==> config.mk <==
export PLATFORM = sky130hd
export DESIGN_NAME = fieldbus_master_setup_decode
export DESIGN_NICKNAME = d
export VERILOG_FILES = /design/src/rtl/fieldbus_setup_pkg.sv /design/src/rtl/fieldbus_master_setup_decode.sv
export VERILOG_INCLUDE_DIRS = /design/src /design/src/rtl
export SDC_FILE = /design/constraint.sdc
export NUM_CORES = 1
export LEC_CHECK = 0
export ABC_AREA = 1
export ABC_CLOCK_PERIOD_IN_PS = 3100
export BUFFER_PORTS_ARGS = -buffer_cell sky130_fd_sc_hd__buf_2
export CORE_ASPECT_RATIO = 1.2
export CORE_MARGIN = 2
export CORE_UTILIZATION = 52
export DETAILED_ROUTE_END_ITERATION = 16
export PLACE_DENSITY = 0.78
export SETUP_SLACK_MARGIN = 0.4
export SLEW_MARGIN = 20
export SYNTH_ARGS = -nofsm -noshare
export SYNTH_HDL_FRONTEND = slang
export SYNTH_SLANG_ARGS = --single-unit
==> constraint.sdc <==
create_clock -name pclk -period 3.1 [get_ports pclk]
set_input_delay 0.155 -clock pclk [delete_from_list [all_inputs] [get_ports pclk]]
set_output_delay 0.155 -clock pclk [all_outputs]
set_load 0.02 [all_outputs]
==> src/rtl/fieldbus_setup_params.svh <==
/*
  Constants of the fieldbus master setup decoder: register offsets, field
  positions, host word map and timing figures.
  Assumes inclusion by the package only, once per compile unit.
*/
`ifndef FIELDBUS_SETUP_PARAMS_SVH
`define FIELDBUS_SETUP_PARAMS_SVH

// Register byte offsets
`define OFS_CONFIG      8'h00
`define OFS_IO_BASE     8'h04
`define OFS_PARAM_BASE  8'h08
`define OFS_BAUD        8'h0c
`define OFS_CYCLE       8'h10
`define OFS_STATUS      8'h14
`define OFS_CONTROL     8'h18
`define OFS_IRQ_STAT    8'h1c
`define OFS_IRQ_MASK    8'h20
`define OFS_REG_TABLE   8'h24
`define OFS_PRESENT     8'h28
`define OFS_LOOKUP      8'h2c

// Unit number and host word map
`define UNIT_MAX_NARROW 7'h5f
`define UNIT_MAX_WIDE   7'h5e
`define DIGIT_MAX       4'h9
`define IO_BASE_WORD    16'h07d0
`define IO_UNIT_STRIDE  16'h000a
`define PARAM_BASE_WORD 16'h4e20
`define PARAM_STRIDE    16'h0064
`define PARAM_SIZE      16'h0064
`define DATA_WORDS_NAR  8'h04
`define DATA_WORDS_WIDE 8'h08
`define STAT_WORDS_NAR  8'h02
`define STAT_WORDS_WIDE 8'h04
`define TOTAL_WORDS_NAR 8'h0a
`define TOTAL_WORDS_WID 8'h14

// Communication rates in bits per second, cycle times in nanoseconds
`define BAUD_FAST_BPS   20'hb71b0
`define BAUD_LONG_BPS   20'h16e36
`define CYC_FAST_NAR_NS 500000
`define CYC_FAST_WID_NS 800000
`define CYC_LONG_NAR_NS 4000000
`define CYC_LONG_WID_NS 6000000
`define CLK_PERIOD_NS   25

// Interrupt status bit positions
`define IRQ_LINK_OK_LAMP_ERR    0
`define IRQ_HALT        1
`define IRQ_DUP_UNIT    2
`define IRQ_BAD_SETTING 3
`define IRQ_UNREG_JOIN  4
`define IRQ_REG_JOIN    5
`define IRQ_BITS        6

`endif

==> src/rtl/fieldbus_setup_pkg.sv <==
/*
  Types of the fieldbus master setup decoder: state codes and the state record.
  Assumes the constants header sits beside it on the include path.
*/
package fieldbus_setup_pkg;
  `include "fieldbus_setup_params.svh"

  typedef enum logic [4:0] {
    ST_LOAD  = 5'h01,
    ST_CHECK = 5'h02,
    ST_RUN   = 5'h04,
    ST_HALT  = 5'h08,
    ST_FAULT = 5'h10
  } run_state_t;

  typedef struct packed {
    run_state_t            state;
    logic [6:0]            unit;
    logic                  node_wide;
    logic                  rate_long;
    logic                  stop_mode;
    logic                  regs_en;
    logic                  dup_fault;
    logic                  bad_setting;
    logic [22:0]           cyc_cnt;
    logic                  cycle_strobe;
    logic                  exchange_en;
    logic                  link_ok;
    logic [`IRQ_BITS-1:0]  irq_stat;
    logic [`IRQ_BITS-1:0]  irq_mask;
    logic                  irq;
    logic [31:0]           reg_table;
    logic [31:0]           present;
    logic [4:0]            lookup;
    logic                  pready;
    logic                  pslverr;
    logic [31:0]           prdata;
  } setup_state_t;
endpackage : fieldbus_setup_pkg

==> src/rtl/fieldbus_master_setup_decode.sv <==
/*
  Setup and address-allocation logic of a fieldbus master unit: switch
  capture, host word window, parameter block, rate and cycle timing,
  stop-on-error handling, slave registration check and an APB register file.
  Assumes switch and presence inputs synchronous to pclk and a host that
  reports which unit numbers other units already claim.
*/
`timescale 1ns/1ps

// Functional notes
// - The unit number is read as two decimal digits, valid 0..95 narrow or 0..94 wide.
// - Narrow range serves nodes 0-7 each way and takes 10 words: 4 out, 4 in, 2 status.
// - Wide range serves nodes 0-15 each way and takes 20 words: 8 out, 8 in, 4 status.
// - Wide range claims its own and the next unit number, which no other unit may hold.
// - A duplicated unit number raises a duplicate fault and the system does not start.
// - The first host word is 2000 plus ten times the unit number.
// - The parameter block is 100 words starting at 20000 plus 100 times the unit number.
// - Rate switch off gives 750 kbps for 100 m, on gives 93.75 kbps for 500 m.
// - Cycle time is 0.5/0.8 ms at high speed and 4.0/6.0 ms long distance, narrow/wide.
// - Stop mode off keeps exchanging after a link_ok_lamp error; on halts the exchange.
// - After a halt the unit stays halted until a power cycle or a unit restart.
// - With registration on, present slaves are checked against the registration tables.
// - Input and output node numbers are separate spaces.
// - After reset all mode switches read off and the unit number reads 00.
// - Output words come first, then input words, two slaves a word, even slave low byte.
module fieldbus_master_setup_decode
  import fieldbus_setup_pkg::*;
#(
  parameter int CYC_FAST_NAR = `CYC_FAST_NAR_NS / `CLK_PERIOD_NS,
  parameter int CYC_FAST_WID = `CYC_FAST_WID_NS / `CLK_PERIOD_NS,
  parameter int CYC_LONG_NAR = `CYC_LONG_NAR_NS / `CLK_PERIOD_NS,
  parameter int CYC_LONG_WID = `CYC_LONG_WID_NS / `CLK_PERIOD_NS
)(
  input  wire logic        pclk,
  input  wire logic        presetn,
  input  wire logic        psel,
  input  wire logic        penable,
  input  wire logic        pwrite,
  input  wire logic [7:0]  paddr,
  input  wire logic [31:0] pwdata,
  output logic             pready,
  output logic [31:0]      prdata,
  output logic             pslverr,
  input  wire logic [3:0]  unit_tens_sw,
  input  wire logic [3:0]  unit_ones_sw,
  input  wire logic        node_range_sw,
  input  wire logic        bus_rate_select,
  input  wire logic        stop_on_error_sw,
  input  wire logic        registration_sw,
  input  wire logic [95:0] host_unit_claimed,
  input  wire logic        link_ok_lamp_error,
  input  wire logic [15:0] slave_in_present,
  input  wire logic [15:0] slave_out_present,
  output logic             exchange_enable,
  output logic             cycle_strobe,
  output logic             link_ok_lamp,
  output logic             irq
);

  setup_state_t st_reg;
  setup_state_t st_next;

  // Combinational helpers
  logic [6:0]            unit_raw;
  logic                  unit_bad;
  logic                  claim_hit;
  logic [15:0]           first_word;
  logic [15:0]           param_word;
  logic [7:0]            data_words;
  logic [7:0]            stat_words;
  logic [7:0]            total_words;
  logic [19:0]           baud_bps;
  logic [22:0]           cyc_len;
  logic [15:0]           node_mask;
  logic [31:0]           present_now;
  logic [31:0]           joined;
  logic [`IRQ_BITS-1:0]  irq_event;
  logic [`IRQ_BITS-1:0]  irq_clear;
  logic                  apb_setup;
  logic                  apb_commit;
  logic                  addr_hit;
  logic [31:0]           read_word;
  logic [15:0]           lookup_word;
  logic                  lookup_valid;
  logic                  restart;

  // Unit number from the two decimal digits
  always_comb
  begin
    // Widen before the product, a 4-bit product would wrap above 15
    unit_raw = 7'(unit_tens_sw) * 7'h0a + 7'(unit_ones_sw);
    unit_bad = (unit_tens_sw > `DIGIT_MAX) || (unit_ones_sw > `DIGIT_MAX)
               || (unit_raw > (node_range_sw ? `UNIT_MAX_WIDE : `UNIT_MAX_NARROW));
  end

  // Host claims, checked against captured settings
  always_comb
  begin
    claim_hit = 1'b0;
    if (!st_reg.bad_setting)
    begin
      claim_hit = host_unit_claimed[st_reg.unit];
      if (st_reg.node_wide)
        claim_hit = claim_hit || host_unit_claimed[st_reg.unit + 7'h01];
    end
  end

  // Word window and timing derived from the captured settings
  always_comb
  begin
    first_word  = `IO_BASE_WORD + 16'(st_reg.unit) * `IO_UNIT_STRIDE;
    param_word  = `PARAM_BASE_WORD + 16'(st_reg.unit) * `PARAM_STRIDE;
    data_words  = st_reg.node_wide ? `DATA_WORDS_WIDE : `DATA_WORDS_NAR;
    stat_words  = st_reg.node_wide ? `STAT_WORDS_WIDE : `STAT_WORDS_NAR;
    total_words = st_reg.node_wide ? `TOTAL_WORDS_WID : `TOTAL_WORDS_NAR;
    baud_bps    = st_reg.rate_long ? `BAUD_LONG_BPS : `BAUD_FAST_BPS;
    case ({st_reg.rate_long, st_reg.node_wide})
      2'b00:   cyc_len = 23'(CYC_FAST_NAR);
      2'b01:   cyc_len = 23'(CYC_FAST_WID);
      2'b10:   cyc_len = 23'(CYC_LONG_NAR);
      default: cyc_len = 23'(CYC_LONG_WID);
    endcase
    node_mask   = st_reg.node_wide ? 16'hffff : 16'h00ff;
  end

  // Slave presence, inputs and outputs kept apart
  always_comb
  begin
    present_now = {slave_out_present & node_mask, slave_in_present & node_mask};
    joined      = present_now & ~st_reg.present;
  end

  // Node lookup: outputs first, inputs next, two slaves a word
  always_comb
  begin
    lookup_word  = first_word + 16'(st_reg.lookup[3:1]);
    if (st_reg.lookup[4])
      lookup_word = lookup_word + 16'(data_words);
    lookup_valid = (st_reg.lookup[3] == 1'b0) || st_reg.node_wide;
  end

  // APB decode; the write lands on the edge where pready is seen high
  always_comb
  begin
    apb_setup  = psel && penable && !st_reg.pready;
    apb_commit = psel && penable && st_reg.pready;
    addr_hit   = 1'b1;
    read_word  = 32'h0000_0000;
    case (paddr)
      `OFS_CONFIG:     read_word = {20'h00000, st_reg.regs_en, st_reg.stop_mode,
                                    st_reg.rate_long, st_reg.node_wide, 1'b0, st_reg.unit};
      `OFS_IO_BASE:    read_word = {stat_words, total_words, first_word};
      `OFS_PARAM_BASE: read_word = {`PARAM_SIZE, param_word};
      `OFS_BAUD:       read_word = {12'h000, baud_bps};
      `OFS_CYCLE:      read_word = {9'h000, cyc_len};
      `OFS_STATUS:     read_word = {23'h000000, st_reg.link_ok, st_reg.exchange_en,
                                    st_reg.bad_setting, st_reg.dup_fault, st_reg.state};
      `OFS_CONTROL:    read_word = 32'h0000_0000;
      `OFS_IRQ_STAT:   read_word = {26'h0000000, st_reg.irq_stat};
      `OFS_IRQ_MASK:   read_word = {26'h0000000, st_reg.irq_mask};
      `OFS_REG_TABLE:  read_word = st_reg.reg_table;
      `OFS_PRESENT:    read_word = st_reg.present;
      `OFS_LOOKUP:     read_word = {14'h0000, lookup_valid, st_reg.lookup[0], lookup_word};
      default:         addr_hit  = 1'b0;
    endcase
    restart   = apb_commit && pwrite && (paddr == `OFS_CONTROL) && pwdata[0];
    irq_clear = '0;
    if (apb_commit && pwrite && (paddr == `OFS_IRQ_STAT))
      irq_clear = pwdata[`IRQ_BITS-1:0];
  end

  // Next state of the whole block
  always_comb
  begin
    st_next              = st_reg;
    irq_event            = '0;
    st_next.cycle_strobe = 1'b0;

    case (st_reg.state)
      ST_LOAD:
      begin
        // Only place the switches are looked at
        st_next.unit        = unit_raw;
        st_next.node_wide   = node_range_sw;
        st_next.rate_long   = bus_rate_select;
        st_next.stop_mode   = stop_on_error_sw;
        st_next.regs_en     = registration_sw;
        st_next.bad_setting = unit_bad;
        st_next.dup_fault   = 1'b0;
        st_next.cyc_cnt     = '0;
        st_next.state       = ST_CHECK;
      end
      ST_CHECK:
      begin
        if (st_reg.bad_setting)
        begin
          irq_event[`IRQ_BAD_SETTING] = 1'b1;
          st_next.state               = ST_FAULT;
        end
        else if (claim_hit)
        begin
          st_next.dup_fault        = 1'b1;
          irq_event[`IRQ_DUP_UNIT] = 1'b1;
          st_next.state            = ST_FAULT;
        end
        else
        begin
          st_next.exchange_en = 1'b1;
          st_next.state       = ST_RUN;
        end
      end
      ST_RUN:
      begin
        if (st_reg.cyc_cnt >= cyc_len - 23'h000001)
        begin
          st_next.cyc_cnt      = '0;
          st_next.cycle_strobe = 1'b1;
        end
        else
          st_next.cyc_cnt = st_reg.cyc_cnt + 23'h000001;
        if (link_ok_lamp_error)
        begin
          irq_event[`IRQ_LINK_OK_LAMP_ERR] = 1'b1;
          if (st_reg.stop_mode)
          begin
            irq_event[`IRQ_HALT] = 1'b1;
            st_next.exchange_en  = 1'b0;
            st_next.cycle_strobe = 1'b0;
            st_next.state        = ST_HALT;
          end
        end
      end
      ST_HALT:
        st_next.exchange_en = 1'b0;
      ST_FAULT:
        st_next.exchange_en = 1'b0;
      default:
        st_next.state = ST_LOAD;
    endcase

    // Mismatched slaves only drop out of presence; the lamp follows the master
    st_next.link_ok = (st_next.state == ST_RUN) && !link_ok_lamp_error;

    // Presence tracking and registration check
    if (st_reg.state == ST_RUN)
    begin
      st_next.present = present_now;
      if (st_reg.regs_en)
      begin
        irq_event[`IRQ_UNREG_JOIN] = |(joined & ~st_reg.reg_table);
        irq_event[`IRQ_REG_JOIN]   = |(joined & st_reg.reg_table);
      end
    end
    else
      st_next.present = '0;

    if (restart)
    begin
      // Restart ends any halt or fault and reloads the switches
      st_next.state       = ST_LOAD;
      st_next.exchange_en = 1'b0;
      st_next.link_ok     = 1'b0;
    end

    // APB writes
    if (apb_commit && pwrite)
    begin
      case (paddr)
        `OFS_IRQ_MASK:  st_next.irq_mask  = pwdata[`IRQ_BITS-1:0];
        `OFS_REG_TABLE: st_next.reg_table = pwdata;
        `OFS_LOOKUP:    st_next.lookup    = pwdata[4:0];
        default:        st_next.lookup    = st_reg.lookup;
      endcase
    end

    // Set wins over a clear in the same cycle
    st_next.irq_stat = (st_reg.irq_stat & ~irq_clear) | irq_event;
    st_next.irq      = |(st_next.irq_stat & st_next.irq_mask);

    // One wait state: data latched in the first access cycle
    st_next.pready  = apb_setup;
    st_next.pslverr = apb_setup && !addr_hit;
    st_next.prdata  = (apb_setup && !pwrite) ? read_word : 32'h0000_0000;
  end

  // Reset leaves switches read as off and unit 00
  always_ff @(posedge pclk or negedge presetn)
  begin
    if (!presetn)
    begin
      st_reg       <= '0;
      st_reg.state <= ST_LOAD;
    end
    else
      st_reg <= st_next;
  end

  assign pready          = st_reg.pready;
  assign prdata          = st_reg.prdata;
  assign pslverr         = st_reg.pslverr;
  assign exchange_enable = st_reg.exchange_en;
  assign cycle_strobe    = st_reg.cycle_strobe;
  assign link_ok_lamp    = st_reg.link_ok;
  assign irq             = st_reg.irq;

endmodule : fieldbus_master_setup_decode

==> results.yml <==
run_status:
  status: "finished, violations left"
  failed_checks: "hold timing, setup timing"
clock_tree:
  clock_path_buffers: 2
  cts-root-buf: "clkbuf_16"
  cts_max_level: 4
  cts_buffers: 17
  cts_tree: "done"
  clk_latency_ps: 440
  cts_sinks: 160
  clk_pin_slew_ps: 70
timing:
  rsz0062_at_grt: "true"
  period_share_pct: 102
  clock_skew_ps: 8.12
  hold_viol_final: 1
  fmax_mhz: 317
  relSlewSlack_pct: 35.5
  finalCriticalPeriod_ps: 3150
  hold-worst-slack_ps: -0.948
  slew_violations: 0
  tightest_slew_ps: 964
  fin_ws_ps: -49.8
  setup_viol: 5
grt:
  antenna_found_initial: 1
  grt_util_all_layers_pct: 33.4
  grt-ovfl-total: 0
  grt_pass1_wl_um: 67600
  first_global_vias: 13400
  grt_start_max_net_pins: 143
min_path:
  holdCritStartpoint: "slave_in_present[14]"
  hold_path.class: "in2reg"
  min_path_cells: 3
  whs_endpoint: "st_reg[53]"
power:
  power.density_nw_per_um2: 1050
  switching_share_pct: 49.4
  combinationalPowerShare_pct: 71.0
  p_leak_uw: 0.00797
  power.total_uw: 16900
  intPower_uw: 8530
  p_sw_uw: 8340
  power_frac_seq_pct: 15.1
  clkPwrFrac_pct: 13.9
  peakVddDrop_uv: 648
detailed_routing:
  wl_per_cell_um: 18.6
  firstDrtPassIters: 6
  drc: 0
  num_vias: 13900
  drtAntennaViolNets: 0
  drtIter0Drc: 1274
  postRouteWirelength_um: 44500
  vias_per_cell: 5.83
synthesis:
  synth-edff-count: 0
  synth_area_leaders: "dfrtp_1, nand2_1, ha_1"
  yosysTopAreaCell: "dfrtp_1"
  async_reset_ff_share_pct: 100
  ys_seq_elements: 160
  synth_seq_area_share_pct: 32.3
  synth_top_area_share_pct: 32.1
  yosysWarningCount: 0
  netlist_area_sq_um: 12400
  ys_types: 59
  syn_inst: 1767
  avgSynthCellArea_sq_um: 7.02
  synth-main-ff-cell: "dfrtp_1"
  syn_nets: 2031
finish:
  n_fill_cell: 1886
  largest_reg_flops: 122
  fin_cells: 2387
  design_area_sq_um: 16000
  final_core_util_pct: 68.8
  nNetsFinal: 2322
  layout-drive-gt1-share_pct: 23.6
  area_delta_synth_final_pct: 29.2
placed_design:
  placed_cells: 2264
  post_dp_cell_area_sq_um: 13900
  place_hpwl_um: 30900
  post-place-ws_ps: -153
  io_buffer_count: 223
  place.gp.congestion: 1.01
critical_path:
  worstSetupEndpointType: "register"
  critPathRequiredTime_ps: 3420
  cp_max_fo: 5
  r2r_slack_ps: -50
  arrival_ps: 3470
  reg2reg_depth: 15
  r2r-start: "st_reg[150]"
  worstSetupPathType: "reg2reg"
  cp-start-kind: "register"
  reg2reg_to: "prdata[11]"
die:
  die_h_um: 173
  die_area_sq_um: 25100
  fp.dieW_um: 145
  pin_count: 224
  rows: 61
  start_util_pct: 53.2
  coreArea_sq_um: 23300
flow_run:
  max-cap-violations: 0
[worst max-delay path: stages (launching register included)]
cell	delay, ps
dfrtp_2	470
ha_4	270
ha_4	260
inv_2	30
fa_1	490
inv_2	50
ha_4	240
nand2_2	70
nand3_2	90
buf_4	170
xor2_4	170
nor3b_2	260
buf_4	170
xnor2_2	60
a21oi_1	150
a21oi_1	80
[worst max-delay path by stage]
stage | start | end | slack, ps | cells past startpoint
final | st_reg[150] | prdata[11] | -50 | 15
after CTS | st_reg[150] | prdata[13] | 6 | 15
after global placement | st_reg[150] | prdata[7] | -140 | 10
after detailed placement | st_reg[150] | prdata[7] | -150 | 10
after global routing | st_reg[150] | prdata[12] | -200 | 16
after floorplan | st_reg[150] | prdata[12] | 100 | 16
[cells in the final DEF (no fill, tap or decap), types with 8 or more instances in the layout]
master,netlist,layout
buf_2,33,222
a221oi_1,12,11
xor2_1,22,17
inv_1,229,219
nand2_2,13,17
nand4_1,27,27
a21oi_1,97,86
inv_2,5,11
dfrtp_1,159,152
ha_1,71,50
nor2_2,8,15
a21oi_2,1,12
dlygate4sd3_1,0,59
clkbuf_16,0,24
mux2_2,11,11
buf_4,35,66
nand3_2,3,9
o211ai_1,16,16
nor4_1,11,11
nand2_1,366,361
o21ai_1,5,8
o22ai_1,15,15
nor3_1,44,42
nand3_1,153,147
ha_4,0,18
o31ai_1,9,8
nor2_1,196,186
o21ai_0,123,115
[power groups by stage]
stage,clock network [uW],logic [uW],registers [uW]
global route,2420,13100,2560
CTS,2330,10200,2530
global placement,0,9140,2550
finish,2340,12000,2540
floorplan,0,6880,2530
detailed placement,0,9280,2560
[cell usage after synthesis, types with 7 or more instances]
cell type  count
ha_1          71
o211ai_1      16
nand4_1       27
nor2_2         8
buf_4         35
o22ai_1       15
nand3_1      153
nor4_1        11
o21ai_0      123
nor3_1        44
fa_1           7
nand2_1      366
o31ai_1        9
buf_2         33
xor2_1        22
dfrtp_1      159
a21oi_1       97
a221oi_1      12
xnor2_1        8
inv_1        229
mux2_2        11
nand2_2       13
nor2_1       196
clkbuf_1      18
[metrics by stage]
| step | setup TNS, ps | hold slack, ps |
|---|---|---|
| after floorplan | 0 | -141 |
| after global placement | -200 | 180 |
| after detailed placement | -289 | 178 |
| after CTS | 0 | 1.94 |
| after global routing | -1070 | 18.6 |
| final | -114 | -0.948 |
[layout make-up]
cell class / count / area, sq um / share of cell area, %
diodes: 1 / 2.50 / 0.0156
clock buffers: 18 / 429 / 2.68
clock inverters: 14 / 216 / 1.35
inverters: 237 / 908 / 5.67
multi-input cells: 1276 / 7490 / 46.8
flip-flops and latches: 160 / 4020 / 25.1
well taps: 315 / 394 / 2.46
repair buffers: 366 / 2560 / 16.0
[kinds of logic (layout without fill, tap and decap cells)]
group | count (synthesis) | in the layout | synth area share, %
AO/OA/AOI/OAI | 312 | 312 | 14.6
XOR/XNOR | 35 | 35 | 2.78
adder cells (fa/ha/maj) | 78 | 78 | 8.30
buffers and inverters | 331 | 635 | 11.6
flip-flops | 160 | 160 | 32.3
multiplexers | 11 | 11 | 0.999
other | 1 | 2 | 0.0303
AND/OR/NAND/NOR | 839 | 839 | 29.4
[routing by layer]
layer  wire (um)  track usage (%)
met5           0                0
met3        3780             6.25
met4        2890             19.8
met1       16400             39.2
met2       21400             57.1
[timing repair]
action | 4_1_cts | 5_1_grt
endpoints found under the hold margin | 115 | 0
pin swaps | 20 | 36
gates cloned | 0 | 7
gates resized for setup | 43 | 71
setup buffers | 9 | 15
endpoints found under the setup margin | 39 | 40
hold buffers | 59 | 0
(Power assumes the default switching activity.)
